==> src/include/csi_pkg.sv <==
// Shared constants and carrier types of the converter serial interface.
// Assumes a 25 MHz APB clock and 16-bit registers in the low half of each word.
`default_nettype none

package csi_pkg;

    // ==========================================================
    // Register map (byte addresses)
    localparam int ADDR_W = 8;
    localparam logic [7:0] OFF_CTRL1 = 8'h00;
    localparam logic [7:0] OFF_CTRL2 = 8'h04;
    localparam logic [7:0] OFF_DIV = 8'h08;
    localparam logic [7:0] OFF_STAT = 8'h0c;
    localparam logic [7:0] OFF_RXSLOT = 8'h10;
    localparam logic [7:0] OFF_TXSLOT = 8'h14;
    localparam logic [7:0] OFF_BUF = 8'h20;
    localparam logic [7:0] OFF_BUF_END = 8'h3c;

    // ==========================================================
    // Field positions
    localparam int CTL_ENABLE = 15;
    localparam int CTL_IDLE_STOP = 13;
    localparam int CTL_LOOP = 11;
    localparam int CTL_BCLK_DIR = 10;
    localparam int CTL_EDGE = 9;
    localparam int CTL_FS_DIR = 8;
    localparam int CTL_UNF_MODE = 7;
    localparam int CTL_OUT_IDLE = 6;
    localparam int CTL_JUST = 5;
    localparam int CTL_FSM_LSB = 0;
    localparam int CTL2_BUFFER_LENGTH_LSB = 10;
    localparam int CTL2_FLEN_LSB = 5;
    localparam int CTL2_WS_LSB = 0;
    localparam int STAT_SLOT_LSB = 8;
    localparam int STAT_ROV = 3;
    localparam int STAT_RECEIVE_FULL = 2;
    localparam int STAT_TRANSMIT_UNDERFLOW = 1;
    localparam int STAT_TEMPTY = 0;

    // ==========================================================
    // Writable masks and reset values
    localparam logic [15:0] CTRL1_MASK = 16'hafe3;
    localparam logic [15:0] CTRL2_MASK = 16'h0def;
    localparam logic [15:0] DIV_MASK = 16'h0fff;
    localparam logic [15:0] REG_RESET = 16'h0000;

    // ==========================================================
    // Framing figures
    localparam logic [4:0] WORD_BITS = 5'd16;
    localparam logic [4:0] AC_SLOT0_BITS = 5'd16;
    localparam logic [4:0] AC_SLOT_BITS = 5'd20;
    localparam logic [4:0] AC_SLOTS = 5'd13;
    localparam logic [4:0] I2S_SLOTS = 5'd2;
    localparam logic [8:0] AC_FRAME_BITS = 9'h100;

    typedef enum logic [1:0] {
        FS_MULTI = 2'b00,
        FS_I2S = 2'b01,
        FS_AC16 = 2'b10,
        FS_AC20 = 2'b11
    } fs_mode_t;

    typedef struct packed {
        logic rise;
        logic fall;
    } edge_t;

    typedef struct packed {
        logic bclk;
        logic fs;
        logic sdi;
    } link_in_t;

endpackage

`default_nettype wire
==> src/design/bit_clock_gen.sv <==
// Bit-clock generator: half period of (divisor + 1) pclk cycles.
// Assumes run is held low while another party sources the bit clock.
`default_nettype none

module bit_clock_gen (
    input wire logic pclk,
    input wire logic presetn,
    input wire logic run,
    input wire logic [11:0] divisor,
    output logic clk_out,
    output csi_pkg::edge_t edges
);

    typedef struct packed {
        logic [11:0] cnt;
        logic clk;
        csi_pkg::edge_t edg;
    } gen_t;

    gen_t q;
    gen_t d;

    always_comb begin
        d = q;
        d.edg = '0;
        if (run) begin
            if (q.cnt >= divisor) begin
                d.cnt = 12'h000;
                d.clk = !q.clk;
                d.edg.rise = !q.clk;
                d.edg.fall = q.clk;
            end else begin
                d.cnt = q.cnt + 12'h001;
            end
        end else begin
            d.cnt = 12'h000;
        end
    end

    always_ff @(posedge pclk or negedge presetn) begin
        if (!presetn) begin
            q <= '0;
        end else begin
            q <= d;
        end
    end

    assign clk_out = q.clk;
    assign edges = q.edg;

endmodule

`default_nettype wire

==> src/design/converter_serial_interface.sv <==
// Converter serial interface: APB registers, shared word buffer and serial frame engine.
// Assumes link pins are asynchronous to pclk and at most a quarter of pclk rate.
//
// Overview of operation
// - One 16-bit shift register serves both directions, MSb first.
// - Shared 2-bit word counter; address MSb 0 for receive, 1 for transmit.
// - Module runs only while control one bit 15 is set.
// - Idle-stop bit 13 halts the module while the processor idles.
// - Loopback bit 11 feeds the serial output back to the input.
// - Bit 10 set makes bit clock an input, clear drives it.
// - Bit 9 set: change on falling, sample on rising; clear: opposite.
// - Bit 8 set makes frame sync an input, clear drives it.
// - Transmit underflow sends last written word if bit 7 set, else zeros.
// - Disabled transmit slots float output if bit 6 set, else drive low.
// - Bit 5 set starts words with frame sync, clear one clock later.
// - Frame mode: 11 AC-Link 20, 10 AC-Link 16, 01 I2S, 00 multi-channel.
// - Buffer length field bits 11-10 gives one to four words per block.
// - In multi-channel mode, frame length field plus one gives slots per frame, up to sixteen.
// - Outside AC-Link modes, word size field plus one gives bits per word, one to sixteen.
// - Status bits 11-8 show the active slot index.
// - Status bit 3 flags a receive overflow.
// - Status bit 2 flags unread new receive data.
// - Status bit 1 flags a transmit underflow.
// - Status bit 0 flags empty transmit registers.
// - Receive slot enable bits select which slots capture input.
// - Transmit slot enable bits select which slots send buffered data.
// - Words are left-justified; short received words get zero low bits.
`default_nettype none

module converter_serial_interface (
    input wire logic pclk,
    input wire logic presetn,
    input wire logic psel,
    input wire logic penable,
    input wire logic pwrite,
    input wire logic [csi_pkg::ADDR_W-1:0] paddr,
    input wire logic [31:0] pwdata,
    output logic [31:0] prdata,
    output logic pready,
    output logic pslverr,
    input wire logic cpu_idle,
    input wire logic bit_clock_pin_in,
    output logic bit_clock_pin_out,
    output logic bit_clock_pin_oe,
    input wire logic frame_sync_pin_in,
    output logic frame_sync_pin_out,
    output logic frame_sync_pin_oe,
    input wire logic serial_in_pin,
    output logic serial_out_pin,
    output logic serial_out_pin_oe,
    output logic buffer_done
);

    typedef struct packed {
        logic [15:0] ctrl1;
        logic [15:0] ctrl2;
        logic [15:0] div;
        logic [15:0] rxslot;
        logic [15:0] txslot;
        logic [7:0][15:0] buf_w;
        logic [15:0] last_wr;
        logic receive_overflow;
        logic receive_full;
        logic transmit_underflow;
        logic tempty;
        logic [15:0] sh;
        logic [1:0] wc;
        logic [3:0] slot;
        logic [4:0] bitc;
        logic [8:0] fpos;
        logic in_frame;
        logic pend;
        logic started;
        logic bclk_prev;
        logic fs_prev;
        logic sdo;
        logic sdo_oe;
        logic fs_out;
        logic done;
        logic [31:0] prdata;
    } state_t;

    state_t q;
    state_t d;

    // ==========================================================
    // Pin synchronisers and bit-clock generator
    csi_pkg::link_in_t lk;
    csi_pkg::edge_t gen_edges;
    logic gen_clk;
    logic enable;
    logic run;
    logic master_bclk;
    logic master_fs;

    pin_sync #(.W(3)) u_sync (
        .pclk(pclk),
        .presetn(presetn),
        .async_in({bit_clock_pin_in, frame_sync_pin_in, serial_in_pin}),
        .sync_out(lk)
    );

    assign enable = q.ctrl1[csi_pkg::CTL_ENABLE];
    assign run = enable && !(q.ctrl1[csi_pkg::CTL_IDLE_STOP] && cpu_idle);
    assign master_bclk = !q.ctrl1[csi_pkg::CTL_BCLK_DIR];
    assign master_fs = !q.ctrl1[csi_pkg::CTL_FS_DIR];

    bit_clock_gen u_bclk (
        .pclk(pclk),
        .presetn(presetn),
        .run(run && master_bclk),
        .divisor(q.div[11:0]),
        .clk_out(gen_clk),
        .edges(gen_edges)
    );

    // ==========================================================
    // Framing geometry
    csi_pkg::fs_mode_t mode;
    logic is_ac;
    logic [4:0] wlen;
    logic [4:0] nslots;
    logic [4:0] slot_len;
    logic [4:0] dbits;
    logic [8:0] frame_bits;
    logic [2:0] buffer_length;

    always_comb begin
        mode = csi_pkg::fs_mode_t'(q.ctrl1[csi_pkg::CTL_FSM_LSB +: 2]);
        is_ac = (mode == csi_pkg::FS_AC16) || (mode == csi_pkg::FS_AC20);
        wlen = {1'b0, q.ctrl2[csi_pkg::CTL2_WS_LSB +: 4]} + 5'd1;
        buffer_length = {1'b0, q.ctrl2[csi_pkg::CTL2_BUFFER_LENGTH_LSB +: 2]} + 3'd1;
        case (mode)
            csi_pkg::FS_MULTI: begin
                nslots = {1'b0, q.ctrl2[csi_pkg::CTL2_FLEN_LSB +: 4]} + 5'd1;
                slot_len = wlen;
                dbits = wlen;
                frame_bits = 9'(nslots * wlen);
            end
            csi_pkg::FS_I2S: begin
                nslots = csi_pkg::I2S_SLOTS;
                slot_len = wlen;
                dbits = wlen;
                frame_bits = 9'(nslots * wlen);
            end
            default: begin
                nslots = csi_pkg::AC_SLOTS;
                slot_len = (q.slot == 4'h0) ? csi_pkg::AC_SLOT0_BITS : csi_pkg::AC_SLOT_BITS;
                dbits = csi_pkg::WORD_BITS;
                frame_bits = csi_pkg::AC_FRAME_BITS;
            end
        endcase
    end

    // ==========================================================
    // Register read mux
    function automatic logic [15:0] read_reg(input state_t s, input logic [7:0] a);
        logic [15:0] r;
        r = 16'h0000;
        case (a)
            csi_pkg::OFF_CTRL1: r = s.ctrl1;
            csi_pkg::OFF_CTRL2: r = s.ctrl2;
            csi_pkg::OFF_DIV: r = s.div;
            csi_pkg::OFF_RXSLOT: r = s.rxslot;
            csi_pkg::OFF_TXSLOT: r = s.txslot;
            csi_pkg::OFF_STAT: begin
                r[csi_pkg::STAT_SLOT_LSB +: 4] = s.slot;
                r[csi_pkg::STAT_ROV] = s.receive_overflow;
                r[csi_pkg::STAT_RECEIVE_FULL] = s.receive_full;
                r[csi_pkg::STAT_TRANSMIT_UNDERFLOW] = s.transmit_underflow;
                r[csi_pkg::STAT_TEMPTY] = s.tempty;
            end
            default: begin
                if (a >= csi_pkg::OFF_BUF && a <= csi_pkg::OFF_BUF_END) begin
                    r = s.buf_w[a[4:2]];
                end
            end
        endcase
        return r;
    endfunction

    logic [7:0] addr;
    logic hit;
    logic acc;
    logic bclk_rise;
    logic bclk_fall;
    logic drive_edge;
    logic samp_edge;
    logic fs_start;
    logic fstart;
    logic begin_word;
    logic load;
    logic [3:0] ld_slot;
    logic [15:0] word;
    logic [15:0] rx_word;
    logic sdi_bit;
    logic just;

    always_comb begin
        d = q;
        d.done = 1'b0;
        fstart = 1'b0;
        begin_word = 1'b0;
        load = 1'b0;
        ld_slot = 4'h0;
        word = 16'h0000;
        rx_word = 16'h0000;
        just = q.ctrl1[csi_pkg::CTL_JUST];
        addr = 8'(paddr);
        hit = (addr[1:0] == 2'b00) && (addr <= csi_pkg::OFF_TXSLOT
            || (addr >= csi_pkg::OFF_BUF && addr <= csi_pkg::OFF_BUF_END));
        acc = psel && penable && hit;

        // ==========================================================
        // APB slave: read data set up, write and read side effects
        if (psel && !penable) begin
            d.prdata = {16'h0000, read_reg(q, addr)};
        end
        if (acc && pwrite) begin
            case (addr)
                csi_pkg::OFF_CTRL1: d.ctrl1 = pwdata[15:0] & csi_pkg::CTRL1_MASK;
                csi_pkg::OFF_CTRL2: d.ctrl2 = pwdata[15:0] & csi_pkg::CTRL2_MASK;
                csi_pkg::OFF_DIV: d.div = pwdata[15:0] & csi_pkg::DIV_MASK;
                csi_pkg::OFF_RXSLOT: d.rxslot = pwdata[15:0];
                csi_pkg::OFF_TXSLOT: d.txslot = pwdata[15:0];
                default: begin
                    if (addr[4]) begin
                        d.buf_w[addr[4:2]] = pwdata[15:0];
                        d.last_wr = pwdata[15:0];
                        d.tempty = 1'b0;
                    end
                end
            endcase
        end
        if (acc && !pwrite) begin
            if (addr == csi_pkg::OFF_STAT) begin
                // Clear only what the setup cycle reported, so a late event is kept
                d.receive_overflow = q.receive_overflow && !q.prdata[csi_pkg::STAT_ROV];
                d.transmit_underflow = q.transmit_underflow && !q.prdata[csi_pkg::STAT_TRANSMIT_UNDERFLOW];
            end else if (addr >= csi_pkg::OFF_BUF && !addr[4]) begin
                d.receive_full = 1'b0;
            end
        end

        // ==========================================================
        // Link edges: own generator or synchronised pin
        d.bclk_prev = lk.bclk;
        bclk_rise = master_bclk ? gen_edges.rise : (lk.bclk && !q.bclk_prev);
        bclk_fall = master_bclk ? gen_edges.fall : (!lk.bclk && q.bclk_prev);
        drive_edge = run && (q.ctrl1[csi_pkg::CTL_EDGE] ? bclk_fall : bclk_rise);
        samp_edge = run && (q.ctrl1[csi_pkg::CTL_EDGE] ? bclk_rise : bclk_fall);
        fs_start = (mode == csi_pkg::FS_I2S) ? (!lk.fs && q.fs_prev) : (lk.fs && !q.fs_prev);
        sdi_bit = q.ctrl1[csi_pkg::CTL_LOOP] ? q.sdo : lk.sdi;

        // ==========================================================
        // Drive edge: frame position, slot stepping, word loading
        if (drive_edge) begin
            d.fs_prev = lk.fs;
            fstart = master_fs ? (!q.started || q.fpos == frame_bits - 9'd1) : fs_start;
            d.started = 1'b1;
            if (fstart) begin
                d.fpos = 9'h000;
            end else if (q.fpos != 9'h1ff) begin
                d.fpos = q.fpos + 9'd1;
            end
            if (master_fs) begin
                case (mode)
                    csi_pkg::FS_MULTI: d.fs_out = (d.fpos == 9'h000);
                    csi_pkg::FS_I2S: d.fs_out = (d.fpos >= {4'h0, wlen});
                    default: d.fs_out = (d.fpos < {4'h0, csi_pkg::AC_SLOT0_BITS});
                endcase
            end
            begin_word = (fstart && just) || q.pend;
            d.pend = fstart && !just;
            if (begin_word) begin
                d.slot = 4'h0;
                d.bitc = 5'd0;
                d.in_frame = 1'b1;
                load = 1'b1;
            end else if (q.in_frame) begin
                if (q.bitc == slot_len - 5'd1) begin
                    d.bitc = 5'd0;
                    if ({1'b0, q.slot} == nslots - 5'd1) begin
                        d.in_frame = 1'b0;
                    end else begin
                        d.slot = q.slot + 4'h1;
                        load = 1'b1;
                    end
                end else begin
                    d.bitc = q.bitc + 5'd1;
                end
            end
            ld_slot = d.slot;
            if (load) begin
                if (q.txslot[ld_slot]) begin
                    if (q.tempty) begin
                        d.transmit_underflow = 1'b1;
                        word = q.ctrl1[csi_pkg::CTL_UNF_MODE] ? q.last_wr : 16'h0000;
                    end else begin
                        word = q.buf_w[{1'b1, q.wc}];
                    end
                    d.sdo_oe = 1'b1;
                end else begin
                    d.sdo_oe = !q.ctrl1[csi_pkg::CTL_OUT_IDLE];
                end
                d.sh = word;
                d.sdo = word[15];
            end else if (d.in_frame && d.bitc < dbits) begin
                d.sdo = q.sh[15] && q.txslot[q.slot];
            end else begin
                d.sdo = 1'b0;
                if (!d.in_frame) begin
                    d.sdo_oe = !q.ctrl1[csi_pkg::CTL_OUT_IDLE];
                end
            end
        end

        // ==========================================================
        // Sample edge: shift in, store word, advance shared counter
        if (samp_edge && q.in_frame && q.bitc < dbits) begin
            d.sh = {q.sh[14:0], sdi_bit};
            if (q.bitc == dbits - 5'd1) begin
                rx_word = d.sh << (5'd16 - dbits);
                if (q.rxslot[q.slot]) begin
                    d.buf_w[{1'b0, q.wc}] = rx_word;
                end
                if (q.rxslot[q.slot] || q.txslot[q.slot]) begin
                    if ({1'b0, q.wc} == buffer_length - 3'd1) begin
                        d.wc = 2'b00;
                        d.done = 1'b1;
                        d.receive_overflow = q.receive_overflow || q.receive_full;
                        d.receive_full = 1'b1;
                        d.tempty = 1'b1;
                    end else begin
                        d.wc = q.wc + 2'b01;
                    end
                end
            end
        end

        // Disabled module returns the engine to idle
        if (!enable) begin
            d.started = 1'b0;
            d.in_frame = 1'b0;
            d.pend = 1'b0;
            d.wc = 2'b00;
            d.slot = 4'h0;
            d.bitc = 5'd0;
            d.fpos = 9'h000;
            d.sdo = 1'b0;
            d.sdo_oe = 1'b0;
            d.fs_out = 1'b0;
        end
    end

    // Idle-stop freezes the engine because run gates both edges
    always_ff @(posedge pclk or negedge presetn) begin
        if (!presetn) begin
            q <= '0;
        end else begin
            q <= d;
        end
    end

    // ==========================================================
    // Outputs
    assign pready = 1'b1;
    assign pslverr = psel && penable && !hit;
    assign prdata = q.prdata;
    assign buffer_done = q.done;
    assign bit_clock_pin_out = gen_clk;
    assign bit_clock_pin_oe = enable && master_bclk;
    assign frame_sync_pin_out = q.fs_out;
    assign frame_sync_pin_oe = enable && master_fs;
    assign serial_out_pin = q.sdo;
    assign serial_out_pin_oe = enable && q.sdo_oe;

endmodule

`default_nettype wire

==> src/design/pin_sync.sv <==
// Two-flop synchroniser for a group of pin inputs.
// Assumes the inputs are asynchronous to pclk.
`default_nettype none

module pin_sync #(
    parameter int W = 3
) (
    input wire logic pclk,
    input wire logic presetn,
    input wire logic [W-1:0] async_in,
    output logic [W-1:0] sync_out
);

    logic [W-1:0] meta_q;

    always_ff @(posedge pclk or negedge presetn) begin
        if (!presetn) begin
            meta_q <= '0;
            sync_out <= '0;
        end else begin
            meta_q <= async_in;
            sync_out <= meta_q;
        end
    end

endmodule

`default_nettype wire

==> config.mk <==
export PLATFORM = sky130hd
export DESIGN_NAME = converter_serial_interface
export DESIGN_NICKNAME = d
export VERILOG_FILES = /design/src/include/csi_pkg.sv /design/src/design/bit_clock_gen.sv /design/src/design/converter_serial_interface.sv /design/src/design/pin_sync.sv
export SDC_FILE = /design/constraint.sdc
export NUM_CORES = 1
export LEC_CHECK = 0
export BUFFER_PORTS_ARGS = -buffer_cell sky130_fd_sc_hd__buf_2
export CAP_MARGIN = 20
export CORE_MARGIN = 2
export CORE_UTILIZATION = 57
export CTS_CLUSTER_DIAMETER = 40
export DETAILED_ROUTE_END_ITERATION = 8
export PLACE_DENSITY_LB_ADDON = 0.1
export SYNTH_ARGS = -nofsm -noshare
export SYNTH_HDL_FRONTEND = slang
export SYNTH_SLANG_ARGS = --single-unit
==> constraint.sdc <==
create_clock -name pclk -period 6.8 [get_ports pclk]
set_clock_uncertainty 0.1 [all_clocks]
set_input_delay 1.02 -clock pclk [delete_from_list [all_inputs] [get_ports pclk]]
set_output_delay 1.02 -clock pclk [all_outputs]
set_load 0.01 [all_outputs]
# After elaboration in Yosys (flattened, before gate mapping)
# Index checks and enable logic that the tools add are counted.
[totals]
elab_cells = 268
out_inout_bits = 41
mem_count = 0
mem_bits_rw = 0
input_bits = 49
regBits = 295
rom_bits = 0
latchBits = 0
[classes]
n_mux = 104
order_cmp = 15
div_mod_pow = 0
n_reduce_logical = 74
n_mul = 1
eq_ne = 19
add_sub_neg = 14
n_bitwise = 1
n_shift = 1
[ops]
columns = ["operator", "n"]
rows = [
  ["$mux 144", 3],
  ["$mux 128", 3],
  ["$bwmux 128", 2],
  ["$mux 16", 10],
  ["$pmux 4 s6", 3],
  ["$mux 9", 6],
  ["$bmux 16 s3", 1],
  ["$demux 16 s3", 1],
  ["$mux 1", 42],
  ["$bmux 16 s2", 1],
  ["$demux 16 s2", 1],
  ["$logic_and 1x1->1", 31],
  ["$mux 12", 2],
  ["$mux 23", 1],
  ["$mux 21", 1],
  ["$mux 2", 10],
  ["$mux 19", 1],
  ["$pmux 9 s2", 1],
  ["$logic_not 1->1", 17],
  ["$eq 8x4->1 const B", 2],
  ["$eq 8x5->1 const B", 2],
  ["$pmux 4 s4", 1],
  ["$reduce_and 2->1", 8],
  ["$shl 16x5->16", 1],
  ["52 further kinds", 78],
]

# Depth between registers and ports, before layout
# Gate-level depths: netlist (run 1).
[depth]
depth_word = 18
depth_mapped = 30
mapped_depth_nobuf = 28

# By module
# Synthesis (run 1) repeated with hierarchy kept, for this count alone.
[unflattened]
cells_unflattened = 1740
area_unflattened_um2 = 18371.4
[modules_own_cells]
columns = ["mod", "n_inst", "cells_per_inst", "seq_area_each_um2", "area_per_inst_um2"]
rows = [
  ["converter_serial_interface", 1, 1627, 6856.6, 17187.7],
  ["bit_clock_gen", 1, 107, 375.4, 1033.5],
  ["pin_sync", 1, 6, 150.1, 150.1],
]

# Worst setup path after synthesis (run 1)
# No wires, ideal clock.
[synth_timing]
path_type = "register to register"
start = "register q[273] (netlist bit)"
end = "register q (netlist bit frame_sync_pin_out)"
required_time_ps = 6566
arrival_time_ps = 6577
period_less_slack_ps = 6810
slack_ps = -10
path_stages_with_launch = 28
setup_ps = 134
n_path_buf = 2
path_cell_list = "dfrtp_1 -> clkbuf_1 -> nand3_1 -> xnor2_1 -> nand2_1 -> fa_1 -> fa_1 -> inv_1 -> fa_1 -> ha_1 -> a211oi_1 -> o21ai_0 -> o21a_1 -> or4_1 -> a32oi_1 -> nor4_2 -> a31oi_1 -> or2_1 -> buf_2 -> nand2_1 -> ha_1 -> nand2b_1 -> a21o_1 -> a21o_1 -> a21oi_1 -> nor2b_1 -> a2111oi_0 -> o41ai_1"
[synth_via]
elab_chain_cells = 14
elab_cells_between_ends = 16
cone_classes = "add/sub (2); mul (1); order compare (2); eq/ne (1); mux (8); reduce/logical (2)"
[synth_rtl]
columns = ["element", "line", "source"]
rows = [
  ["from (decl)", "converter_serial_interface.sv:83", "state_t q;"],
  ["from (signal assigned)", "converter_serial_interface.sv:359", "q <= '0;"],
  ["from (signal assigned)", "converter_serial_interface.sv:361", "q <= d;"],
  ["$add 4x1->5 *", "converter_serial_interface.sv:131", "wlen = {1'b0, q.ctrl2[csi_pkg::CTL2_WS_LSB +: 4]} + 5'd1;"],
  ["$mul 5x5->9", "converter_serial_interface.sv:138", "frame_bits = 9'(nslots * wlen);"],
  ["$pmux 9 s2", "converter_serial_interface.sv:133", "case (mode)"],
  ["$sub 9x1->9", "converter_serial_interface.sv:259", "fstart = master_fs ? (!q.started || q.fpos == frame_bits - 9'd1) : fs_start;"],
  ["$eq 9x9->1", "converter_serial_interface.sv:259", ""],
  ["$logic_or 1x1->1", "converter_serial_interface.sv:259", ""],
  ["$mux 1", "converter_serial_interface.sv:259", ""],
  ["$mux 9", "converter_serial_interface.sv:261", "if (fstart) begin"],
  ["$mux 9", "converter_serial_interface.sv:257", "if (drive_edge) begin"],
  ["$lt 9x5->1 (tied with other cells)", "converter_serial_interface.sv:270", "default: d.fs_out = (d.fpos < {4'h0, csi_pkg::AC_SLOT0_BITS});"],
  ["$pmux 1 s2 *", "converter_serial_interface.sv:267", "case (mode)"],
  ["$mux 1 *", "converter_serial_interface.sv:266", "if (master_fs) begin"],
  ["$mux 3 *", "converter_serial_interface.sv:257", ""],
  ["$mux 3 *", "converter_serial_interface.sv:342", "if (!enable) begin"],
]
# Every way passes the cells marked *; elsewhere a longest branch is shown, timed or not. The select of a mux whose other input is x is not followed.
# A chain may end at the register's enable or synchronous reset.

# Worst setup path in the final report (run 1)
[layout_timing]
start = "register q[273] (netlist bit)"
end = "register q (netlist bit serial_out_pin)"
[layout_via]
elab_chain_cells = 17
elab_cells_between_ends = 35
cone_classes = "add/sub (3); mul (1); order compare (1); eq/ne (2); mux (24); reduce/logical (4)"
[layout_rtl]
columns = ["element", "line", "source"]
rows = [
  ["$add 4x1->5 *", "converter_serial_interface.sv:131", ""],
  ["$mul 5x5->9", "converter_serial_interface.sv:138", ""],
  ["$pmux 9 s2", "converter_serial_interface.sv:133", ""],
  ["$sub 9x1->9", "converter_serial_interface.sv:259", ""],
  ["$eq 9x9->1", "converter_serial_interface.sv:259", ""],
  ["$logic_or 1x1->1", "converter_serial_interface.sv:259", ""],
  ["$mux 1", "converter_serial_interface.sv:259", ""],
  ["$logic_and 1x1->1", "converter_serial_interface.sv:273", "begin_word = (fstart && just) || q.pend;"],
  ["$logic_or 1x1->1", "converter_serial_interface.sv:273", ""],
  ["$mux 9", "converter_serial_interface.sv:275", "if (begin_word) begin"],
  ["$mux 9", "converter_serial_interface.sv:257", ""],
  ["$bmux 1 s4 or $lt 5x5->1 (tied branches)", "converter_serial_interface.sv:295, converter_serial_interface.sv:308", ""],
  ["$mux 1 (implied by the code) or $logic_and 1x1->1 (tied branches)", "converter_serial_interface.sv:295, converter_serial_interface.sv:308", ""],
  ["$mux 16 or $mux 1 (tied branches)", "converter_serial_interface.sv:295, converter_serial_interface.sv:308", ""],
  ["$mux 2 *", "converter_serial_interface.sv:294", "if (load) begin"],
  ["$mux 3 *", "converter_serial_interface.sv:257", ""],
  ["$mux 3 *", "converter_serial_interface.sv:342", ""],
]
# Marks and branches as above.

==> results of run 1 <==
[synthesized netlist by cell type, types with 4 or more instances]
cell type  number
mux2i_1        75
a21o_1         18
and3_1         34
a221oi_1        6
nand3_1        51
a31oi_1        29
a2111oi_0       5
clkbuf_1       70
fa_1            8
a222oi_1        9
o21ai_1        12
xnor2_1        29
nor2b_1        19
a22o_1         22
a22oi_1        11
buf_2          17
nor2_1         92
and2_1         19
a21oi_1        38
o211ai_1       11
nand4_1        10
a311oi_1        4
ha_1           57
o31ai_1        12
nor3b_1         8
or3_1           4
a211oi_1        5
o21a_1          6
nand2_1       135
buf_4          37
or2_2           8
inv_1          71
xor2_1         14
a31o_2          5
o2111ai_1       4
mux4_2         59
nor3_1         14
o21ai_0        60
mux2_2        209
nand2b_1       17
buf_1          20
dfrtp_1       295
[cells by family after synthesis]
logic type | Yosys count | synth area share
multiplexers | 343 | 0.242
buffers and inverters | 217 | 0.0535
flip-flops | 295 | 0.402
AO/OA/AOI/OAI | 293 | 0.113
adder cells (fa/ha/maj) | 65 | 0.0476
XOR/XNOR | 47 | 0.0248
AND/OR/NAND/NOR | 435 | 0.117
other | 2 | 0.000409
[power by group through the flow]
stage	sequential [mW]	clock (mW)	combinational, mW
after global routing	1.79	2.60	0.176
after global placement	1.82	0	0.159
final	1.79	2.50	0.161
after detailed placement	1.82	0	0.161
after floorplan	1.82	0	0.0881
after CTS	1.79	2.53	0.162
[final cells by class]
| class | instances | area share |
|---|---|---|
| diodes | 1 | 0.000121 |
| clock buffers | 54 | 0.0589 |
| clock inverters | 28 | 0.0211 |
| inverters | 72 | 0.0131 |
| multi-input cells | 1200 | 0.492 |
| flip-flops and latches | 295 | 0.356 |
| well taps | 402 | 0.0243 |
| repair buffers | 108 | 0.0340 |
[metal layers]
layer	global-route usage	up-vias	wire length [µm]
li1	-	6189	-
met5	0	-	0
met3	0.0578	77	3330
met1	0.435	6919	22300
met2	0.461	460	22600
met4	0.0842	0	1130
[stage by stage]
step                      cell area, µm²  setup TNS, ns
final                              20700              0
after global placement             18900              0
after detailed placement           18900              0
after CTS                          20500              0
after floorplan                    18400              0
after global routing               20700        -0.0228
[how the worst min path moves through the flow]
stage / startpoint / to / slack, ns / depth (start not counted)
finish: u_sync.meta_q[1]$_DFF_PN0_ / u_sync.sync_out[1]$_DFF_PN0_ / 0.25 / 0
detailed placement: u_sync.meta_q[1]$_DFF_PN0_ / u_sync.sync_out[1]$_DFF_PN0_ / 0.24 / 0
floorplan: u_sync.meta_q[0]$_DFF_PN0_ / u_sync.sync_out[0]$_DFF_PN0_ / 0.23 / 0
global route: u_sync.meta_q[1]$_DFF_PN0_ / u_sync.sync_out[1]$_DFF_PN0_ / 0.26 / 0
CTS: u_sync.meta_q[1]$_DFF_PN0_ / u_sync.sync_out[1]$_DFF_PN0_ / 0.25 / 0
global placement: u_sync.meta_q[1]$_DFF_PN0_ / u_sync.sync_out[1]$_DFF_PN0_ / 0.23 / 0
[worst register-to-register path, delay by kind of cell, from the launching register on]
kind                       cells  cell delay [ns]
buffers and inverters          4             0.49
xor gates and xnor gates       1             0.22
AOI/OAI and AO/OA             11             1.73
DFF                            1             0.39
and+or+nand+nor                8             1.39
adders and majority gates      5             2.04
[timing repair]
action                                  CTS  global route
endpoints found under the setup margin    0             2
setup buffers                             0             2
resized for setup                         0            26
==> flow_summary.toml, run 1 <==
[status]
status = "completed"

[synthesis]
yosys_warnings = 0
synth_area_leader_cell = "dfrtp_1"
ys_types = 89
synthCells = 1697
synth_edf_count = 0
yosysSeqAreaShare = 0.402
async_flop_share = 1.00
avgSynthCellArea_um2 = 10.8
synthTopCellsByArea = "dfrtp_1, mux2_2, mux4_2"
synth.ff_latch_count = 295
mappedNetlistArea_mm2 = 0.0184
synth_top_area_share = 0.402
synthFlopType = "dfrtp_1"

[placed_design]
dp_slack_ns = 0.0644
dp_hpwl_um = 34100
numPlacedInstances = 2073
io_buffers = 56
place_congestion = 0.906

[timing]
fmax_ghz = 0.154
slew_headroom = 0.249
fin_crit_sh = 0.955
layout_min_cycle_time_ns = 6.49
worst_slack_ns = 0.305
final_hold_viol_count = 0
whs_ns = 0.249
rsz0062_at_grt = "yes"
setup_viol = 0
slew_violations = 0
worst_pin_slew_ns = 1.13

[critical_path]
crit_top_cell = "fa_1"
crit_fanout = 6
worstSetupStartpointType = "flop"
worst_path_largest_cell_delay_ns = 0.56
crit_family = "adder cells"
ff2ff_path_depth = 29
worstSetupStartpoint = "q[273]$_DFFE_PN0P_"
path_class = "flop to flop"
cp.arrival_ns = 6.81
cp-endpoint = "serial_out_pin$_DFFE_PN0P_"
cp_num_cells = 29
worstSetupEndpointType = "flop"
crit_buf_inv = 4
worstPathRequired_ns = 7.11
r2r-start = "q[273]$_DFFE_PN0P_"
reg2reg_to = "serial_out_pin$_DFFE_PN0P_"
r2r_slack_ns = 0.31
cp_slowest_cell = "fa_1"

[detailed_routing]
wl_per_cell_um = 22.9
vias = 13645
drt_iter0_markers = 1076
post_drt_via_cell_ratio = 6.32
ant_nets = 0
wirelength_um = 49400
drc_errors = 0
dr.pass1.iters = 7

[cts]
clk_pin_slew_ns = 0.06
clk_latency_ns = 0.58
cts_max_level = 2
cts-buffers-inserted = 45
cts.sinks = 295
cts_root_buf = "clkbuf_16"
tritoncts = "yes"
hold_buffers = 0
cts_max_path_buffers = 3

[floorplanning]
die_area_mm2 = 0.0336
io_pins = 90
rows = 65
die_y_um = 183
coreArea_mm2 = 0.0316
start_util = 0.580
die_w_um = 183

[final_layout]
final_cell_mix = "dfrtp_1, mux2_2, nand2_1"
final_core_util = 0.655
fillerInstances = 2462
layout.nets = 1836
final_common_cell = "dfrtp_1"
multiInputGateArea_mm2 = 0.0102
instances_no_fill = 2160
syn2layout_area_growth_pct = 12.8
drive_above_1_share = 0.289
ff_latch_area_mm2 = 0.00738

[global_route]
grt_pass1_wl_um = 77100
grt_pass1_vias = 13309
antenna_found_initial = 1
grt_start_max_net_pins = 189
gr-usage-all-layers = 0.299
overflow = 0

[power]
p_seq_frac = 0.402
ir_worst_vdd_mv = 0.239
clockPowerShare = 0.562
pwr-share-comb = 0.036
total_power_mw = 4.46
swShare = 0.230
p_int_mw = 3.43
switchingPower_mw = 1.02
power_density_mw_per_mm2 = 215
leakage_nw = 9.79

[job]
maxCapViolCount = 0

[min_path]
min_path_type = "flop to flop"
Note: power is estimated with default switching activity, not from simulation.
==> run 2, diff against run 1 <==
- CORE_ASPECT_RATIO: default -> 1.5
==> flow_summary.toml, run 2 (same netlist as run 1, synthesis figures left out) <==
[status]
status = "completed"

[floorplanning]
rows = 80
die_y_um = 224
io_pins = 90
start_util = 0.578
die_area_mm2 = 0.0337
die_w_um = 151
coreArea_mm2 = 0.0317

[final_layout]
drive_above_1_share = 0.285
layout.nets = 1831
syn2layout_area_growth_pct = 11.5
stdcell_area_mm2 = 0.0205
final_common_cell = "dfrtp_1"
diodes = 0
final_cell_mix = "dfrtp_1, mux2_2, nand2_1"

[timing]
slew_violations = 0
layout_min_cycle_time_ns = 6.57
final_hold_viol_count = 0
whs_ns = 0.247
worst_slack_ns = 0.232
rsz0062_at_grt = "yes"
fmax_ghz = 0.152
slew_headroom = 0.322
worst_pin_slew_ns = 1.02
setup_viol = 0
fin_crit_sh = 0.966
tns_ns = 0

[cts]
clk_pin_slew_ns = 0.06
cts_max_path_buffers = 3
hold_buffers = 0
tritoncts = "yes"
cts.sinks = 295
cts-buffers-inserted = 38
cts_max_level = 2
clk_latency_ns = 0.54
cts_root_buf = "clkbuf_16"

[critical_path]
cp_slowest_cell = "fa_1"
r2r_slack_ns = 0.23
worstPathRequired_ns = 7.09
r2r-start = "q[273]$_DFFE_PN0P_"
path_class = "flop to flop"
ff2ff_path_depth = 25
worstSetupEndpointType = "flop"
crit_fanout = 5
reg2reg_to = "frame_sync_pin_out$_DFFE_PN0P_"
worstSetupStartpoint = "q[273]$_DFFE_PN0P_"
worst_path_largest_cell_delay_ns = 0.58
cp.arrival_ns = 6.86
crit_buf_inv = 1
worstSetupStartpointType = "flop"
crit_family = "adder cells"

[min_path]
min_path_type = "flop to flop"
hold_depth = 0
holdPathEnd = "u_sync.sync_out[2]$_DFF_PN0_"
hold_start = "u_sync.meta_q[2]$_DFF_PN0_"

[power]
total_power_mw = 4.15
clockPowerShare = 0.529
swShare = 0.228
pwr-share-comb = 0.040
ir_worst_vdd_mv = 0.237
switchingPower_uw = 949
power_density_mw_per_mm2 = 203
p_seq_frac = 0.431
leakage_nw = 9.69
p_int_mw = 3.21

[detailed_routing]
dr.pass1.iters = 6
vias = 13836
wirelength_um = 51800
post_drt_via_cell_ratio = 6.41
ant_nets = 0
wl_per_cell_um = 24.0
drc_errors = 0
drt_iter0_markers = 1030

[global_route]
antenna_found_initial = 0
grt_pass1_vias = 14225
gr-usage-all-layers = 0.316
grt_pass1_wl_um = 80800
grt_start_max_net_pins = 133
overflow = 0

[placed_design]
dp_slack_ns = 0.0960
place_congestion = 0.892
dp_hpwl_um = 36400
placed_area_mm2 = 0.0189
io_buffers = 56

[job]
maxCapViolCount = 0
[run 2: power by group through the flow]
stage          Combinational (mW)  Sequential, mW  Clock (mW)
2_1_floorplan              0.0881            1.82           0
3_3_place_gp                0.161            1.82           0
3_5_place_dp                0.163            1.82           0
4_1_cts                     0.164            1.79        2.23
5_1_grt                     0.181            1.79        2.30
6_report                    0.165            1.79        2.20
[run 2: layer usage]
| metal | wire, µm | vias up | GRT usage |
|---|---|---|---|
| met5 | 0 | - | 0 |
| met4 | 3270 | 0 | 0.179 |
| met3 | 2660 | 148 | 0.0385 |
| met2 | 26200 | 496 | 0.532 |
| met1 | 19700 | 7008 | 0.391 |
| li1 | - | 6184 | - |
[run 2: worst max-delay path by stage]
stage	to	slack, ns	cells past startpoint
after global routing	frame_sync_pin_out$_DFFE_PN0P_	-0.05	26
after floorplan	frame_sync_pin_out$_DFFE_PN0P_	0.1	27
final	frame_sync_pin_out$_DFFE_PN0P_	0.23	25
after CTS	frame_sync_pin_out$_DFFE_PN0P_	0.08	29
after global placement	frame_sync_pin_out$_DFFE_PN0P_	0.15	25
after detailed placement	frame_sync_pin_out$_DFFE_PN0P_	0.1	29
[run 2: through the flow]
stage	utilization	instances
after floorplan	-	1712
after global placement	0.596	2082
after detailed placement	0.596	2083
after CTS	0.640	2153
after global routing	0.645	2157
final	0.645	2157
[run 2: final cells by class]
type                       instances  area (µm²)
clock buffer                      47        1080
inverter                          72         270
sequential                       295        7380
tap                              410         513
clock inverter                    23         317
timing repair buffer             110         732
fill                            2583       11300
multi-input combinational       1200       10200
[run 2: what timing repair did]
| action | 4_1_cts | 5_1_grt |
|---|---|---|
| resized for setup | 0 | 21 |
| setup endpoints to repair | 0 | 2 |
| endpoints found under the hold margin | 0 | 0 |
| buffers inserted | 0 | 3 |
==> run 3, diff against run 2 <==
- ABC_AREA: default -> 1
- BUFFER_PORTS_ARGS: -buffer_cell sky130_fd_sc_hd__buf_2 -> default
- CORE_UTILIZATION: 57 -> 59
- DONT_BUFFER_PORTS: default -> 1
- SYNTH_HIERARCHICAL: default -> 1
==> flow_summary.toml, run 3 <==
[detailed_routing]
dr.max_layer_used = "met4"
wl_per_cell_um = 20.4
dr.pass1.iters = 6
drt_iter0_markers = 1567
drc_errors = 0
wl_met3_um = 3460
vias = 15775
post_drt_via_cell_ratio = 5.97
drt-met1-wl_um = 19600
ant_nets = 0
wl_met2_um = 25700
wirelength_um = 54000

[global_route]
gr-usage-all-layers = 0.356
grt_pass1_wl_um = 84500
grt_start_max_net_pins = 296
overflow = 0
antenna_found_initial = 0
grt_pass1_vias = 15645

[timing]
worst_pin_slew_ns = 1.01
final_hold_viol_count = 0
slew_headroom = 0.322
fmax_ghz = 0.155
worst_slack_ns = 0.356
fin_crit_sh = 0.948
slew_violations = 0
setup_viol = 0
whs_ns = 0.0696
layout_min_cycle_time_ns = 6.44

[power]
pwr-share-comb = 0.039
switchingPower_uw = 939
power_density_mw_per_mm2 = 216
p_int_mw = 3.13
clockPowerShare = 0.517
total_power_mw = 4.07
swShare = 0.231
leakage_nw = 8.95
ir_worst_vdd_mv = 0.259
p_seq_frac = 0.444

[synthesis]
synth_area_leader_cell = "dfrtp_1"
synthCells = 2278
synthFlopType = "dfrtp_1"
synth_commonest_cells = "nand2_1, dfrtp_1, o21ai_0"
synth.ff_latch_count = 295
synth_edf_count = 0
ys_types = 65
mappedNetlistArea_mm2 = 0.0174
avgSynthCellArea_um2 = 7.64
yosysSeqAreaShare = 0.424
async_flop_share = 1.00
yosys_warnings = 6
yosysMostFrequentCell = "nand2_1"
synthTopCellsByArea = "dfrtp_1, nand2_1, o21ai_0"
synth_top_area_share = 0.424

[critical_path]
ff2ff_path_depth = 36
worstPathRequired_ns = 7.16
worst_path_largest_cell_delay_ns = 0.58
crit_buf_inv = 3
r2r_slack_ns = 0.36
crit_family = "simple AND/OR/NAND/NOR gates"
worstSetupEndpointType = "flop"
path_class = "flop to flop"
worstSetupStartpointType = "flop"
crit_top_cell = "nand2_1"
crit_fanout = 7
cp.arrival_ns = 6.81
cp_num_cells = 36
cp_slowest_cell = "fa_1"

[final_layout]
syn2layout_area_growth_pct = 8.07
final_core_util = 0.642
instances_no_fill = 2643
layout.nets = 2337
final_common_cell = "nand2_1"
diodes = 0
drive_above_1_share = 0.0712
fillerInstances = 2633
final_cell_mix = "nand2_1, dfrtp_1, o21ai_0"

[status]
status = "completed"

[cts]
cts_max_path_buffers = 3
post_cts_buffers = 0
cts_root_buf = "clkbuf_16"
clk_latency_ns = 0.55
cts_max_level = 2
cts-buffers-inserted = 36
tritoncts = "yes"
cts.sinks = 295
clk_pin_slew_ns = 0.06

[floorplanning]
rows = 77
die_w_um = 144
die_y_um = 214
io_pins = 90
die_area_mm2 = 0.0309
coreArea_mm2 = 0.0293
start_util = 0.594

[placed_design]
dp_slack_ns = 0.201
io_buffers = 0
place_congestion = 0.952
dp_hpwl_um = 38200
numPlacedInstances = 2580

[job]
maxCapViolCount = 0

[min_path]
min_path_type = "input port to async pin"
run 3: cell count changes in the layout (fill, tap and decap cells not counted), sizes merged, moves of 33 or more:
cell	delta
mux2i	-74
mux4	-59
nand3	+68
o22ai	+84
nand2	+468
and3	-33
a21oi	+66
inv	+156
mux2	-209
o21ai	+202
nor2	+87
buf	-77
run 3: worst paths after layout:
kind                                            startpoint                      endpoint
worst max-delay path                    q[273]$_DFFE_PN0P_    serial_out_pin$_DFFE_PN0P_
worst min-delay path                               presetn        u_bclk/q[14]$_DFF_PN0_
worst max register to register          q[273]$_DFFE_PN0P_    serial_out_pin$_DFFE_PN0P_
worst min register to register  u_sync/meta_q[1]$_DFF_PN0_  u_sync/sync_out[1]$_DFF_PN0_
max in group asynchronous                          presetn           mode[1]$_DFFE_PN0P_
min in group pclk               u_sync/meta_q[1]$_DFF_PN0_  u_sync/sync_out[1]$_DFF_PN0_
run 3: final cells by class:
| class | instances | area (µm²) | share of cell area |
|---|---|---|---|
| clock buffer | 39 | 922 | 0.0491 |
| clock inverter | 24 | 377 | 0.0200 |
| inverter | 235 | 886 | 0.0471 |
| multi-input combinational | 1622 | 8490 | 0.452 |
| sequential | 295 | 7380 | 0.393 |
| tap | 395 | 494 | 0.0263 |
| timing repair buffer | 33 | 248 | 0.0132 |
run 3: metal layers:
layer / track usage / vias up
li1: - / 7424
met1: 0.409 / 7447
met2: 0.578 / 686
met3: 0.0552 / 218
met4: 0.292 / 0
met5: 0 / -
run 3: stage by stage:
| stage | TNS [ns] | cell area, µm² |
|---|---|---|
| 3_5_place_dp | 0 | 17500 |
| 3_3_place_gp | 0 | 17500 |
| 6_report | 0 | 18800 |
| 4_1_cts | 0 | 18800 |
| 5_1_grt | -0.0503 | 18800 |
| 2_1_floorplan | 0 | 17500 |
run 3: what timing repair did:
action                                  4_1_cts  5_1_grt
hold buffers                                  0        0
endpoints found under the setup margin        0        1
gates resized for setup                       0       10
run 3: worst register-to-register path: cells and delay by family (launching register included):
kind,cells,cell delay (ns)
buffers and inverters,3,0.24
adder cells (fa/ha/maj),6,2.36
AND/OR/NAND/NOR,22,2.63
flip-flops,1,0.38
AO/OA/AOI/OAI,5,0.67
run 3: kinds of logic after synthesis:
logic type	count (synthesis)	synth area share
adder cells (fa/ha/maj)	65	0.0502
AO/OA/AOI/OAI	569	0.187
AND/OR/NAND/NOR	943	0.230
XOR/XNOR	27	0.0144
buffers and inverters	376	0.0924
other	2	0.000432
multiplexers	1	0.000575
flip-flops	295	0.424
run 3: power by group through the flow:
stage	sequential, mW	clock, mW	combinational [mW]
floorplan	1.83	0	0.125
global placement	1.84	0	0.153
detailed placement	1.84	0	0.155
CTS	1.80	2.12	0.156
global route	1.81	2.20	0.173
finish	1.81	2.10	0.160
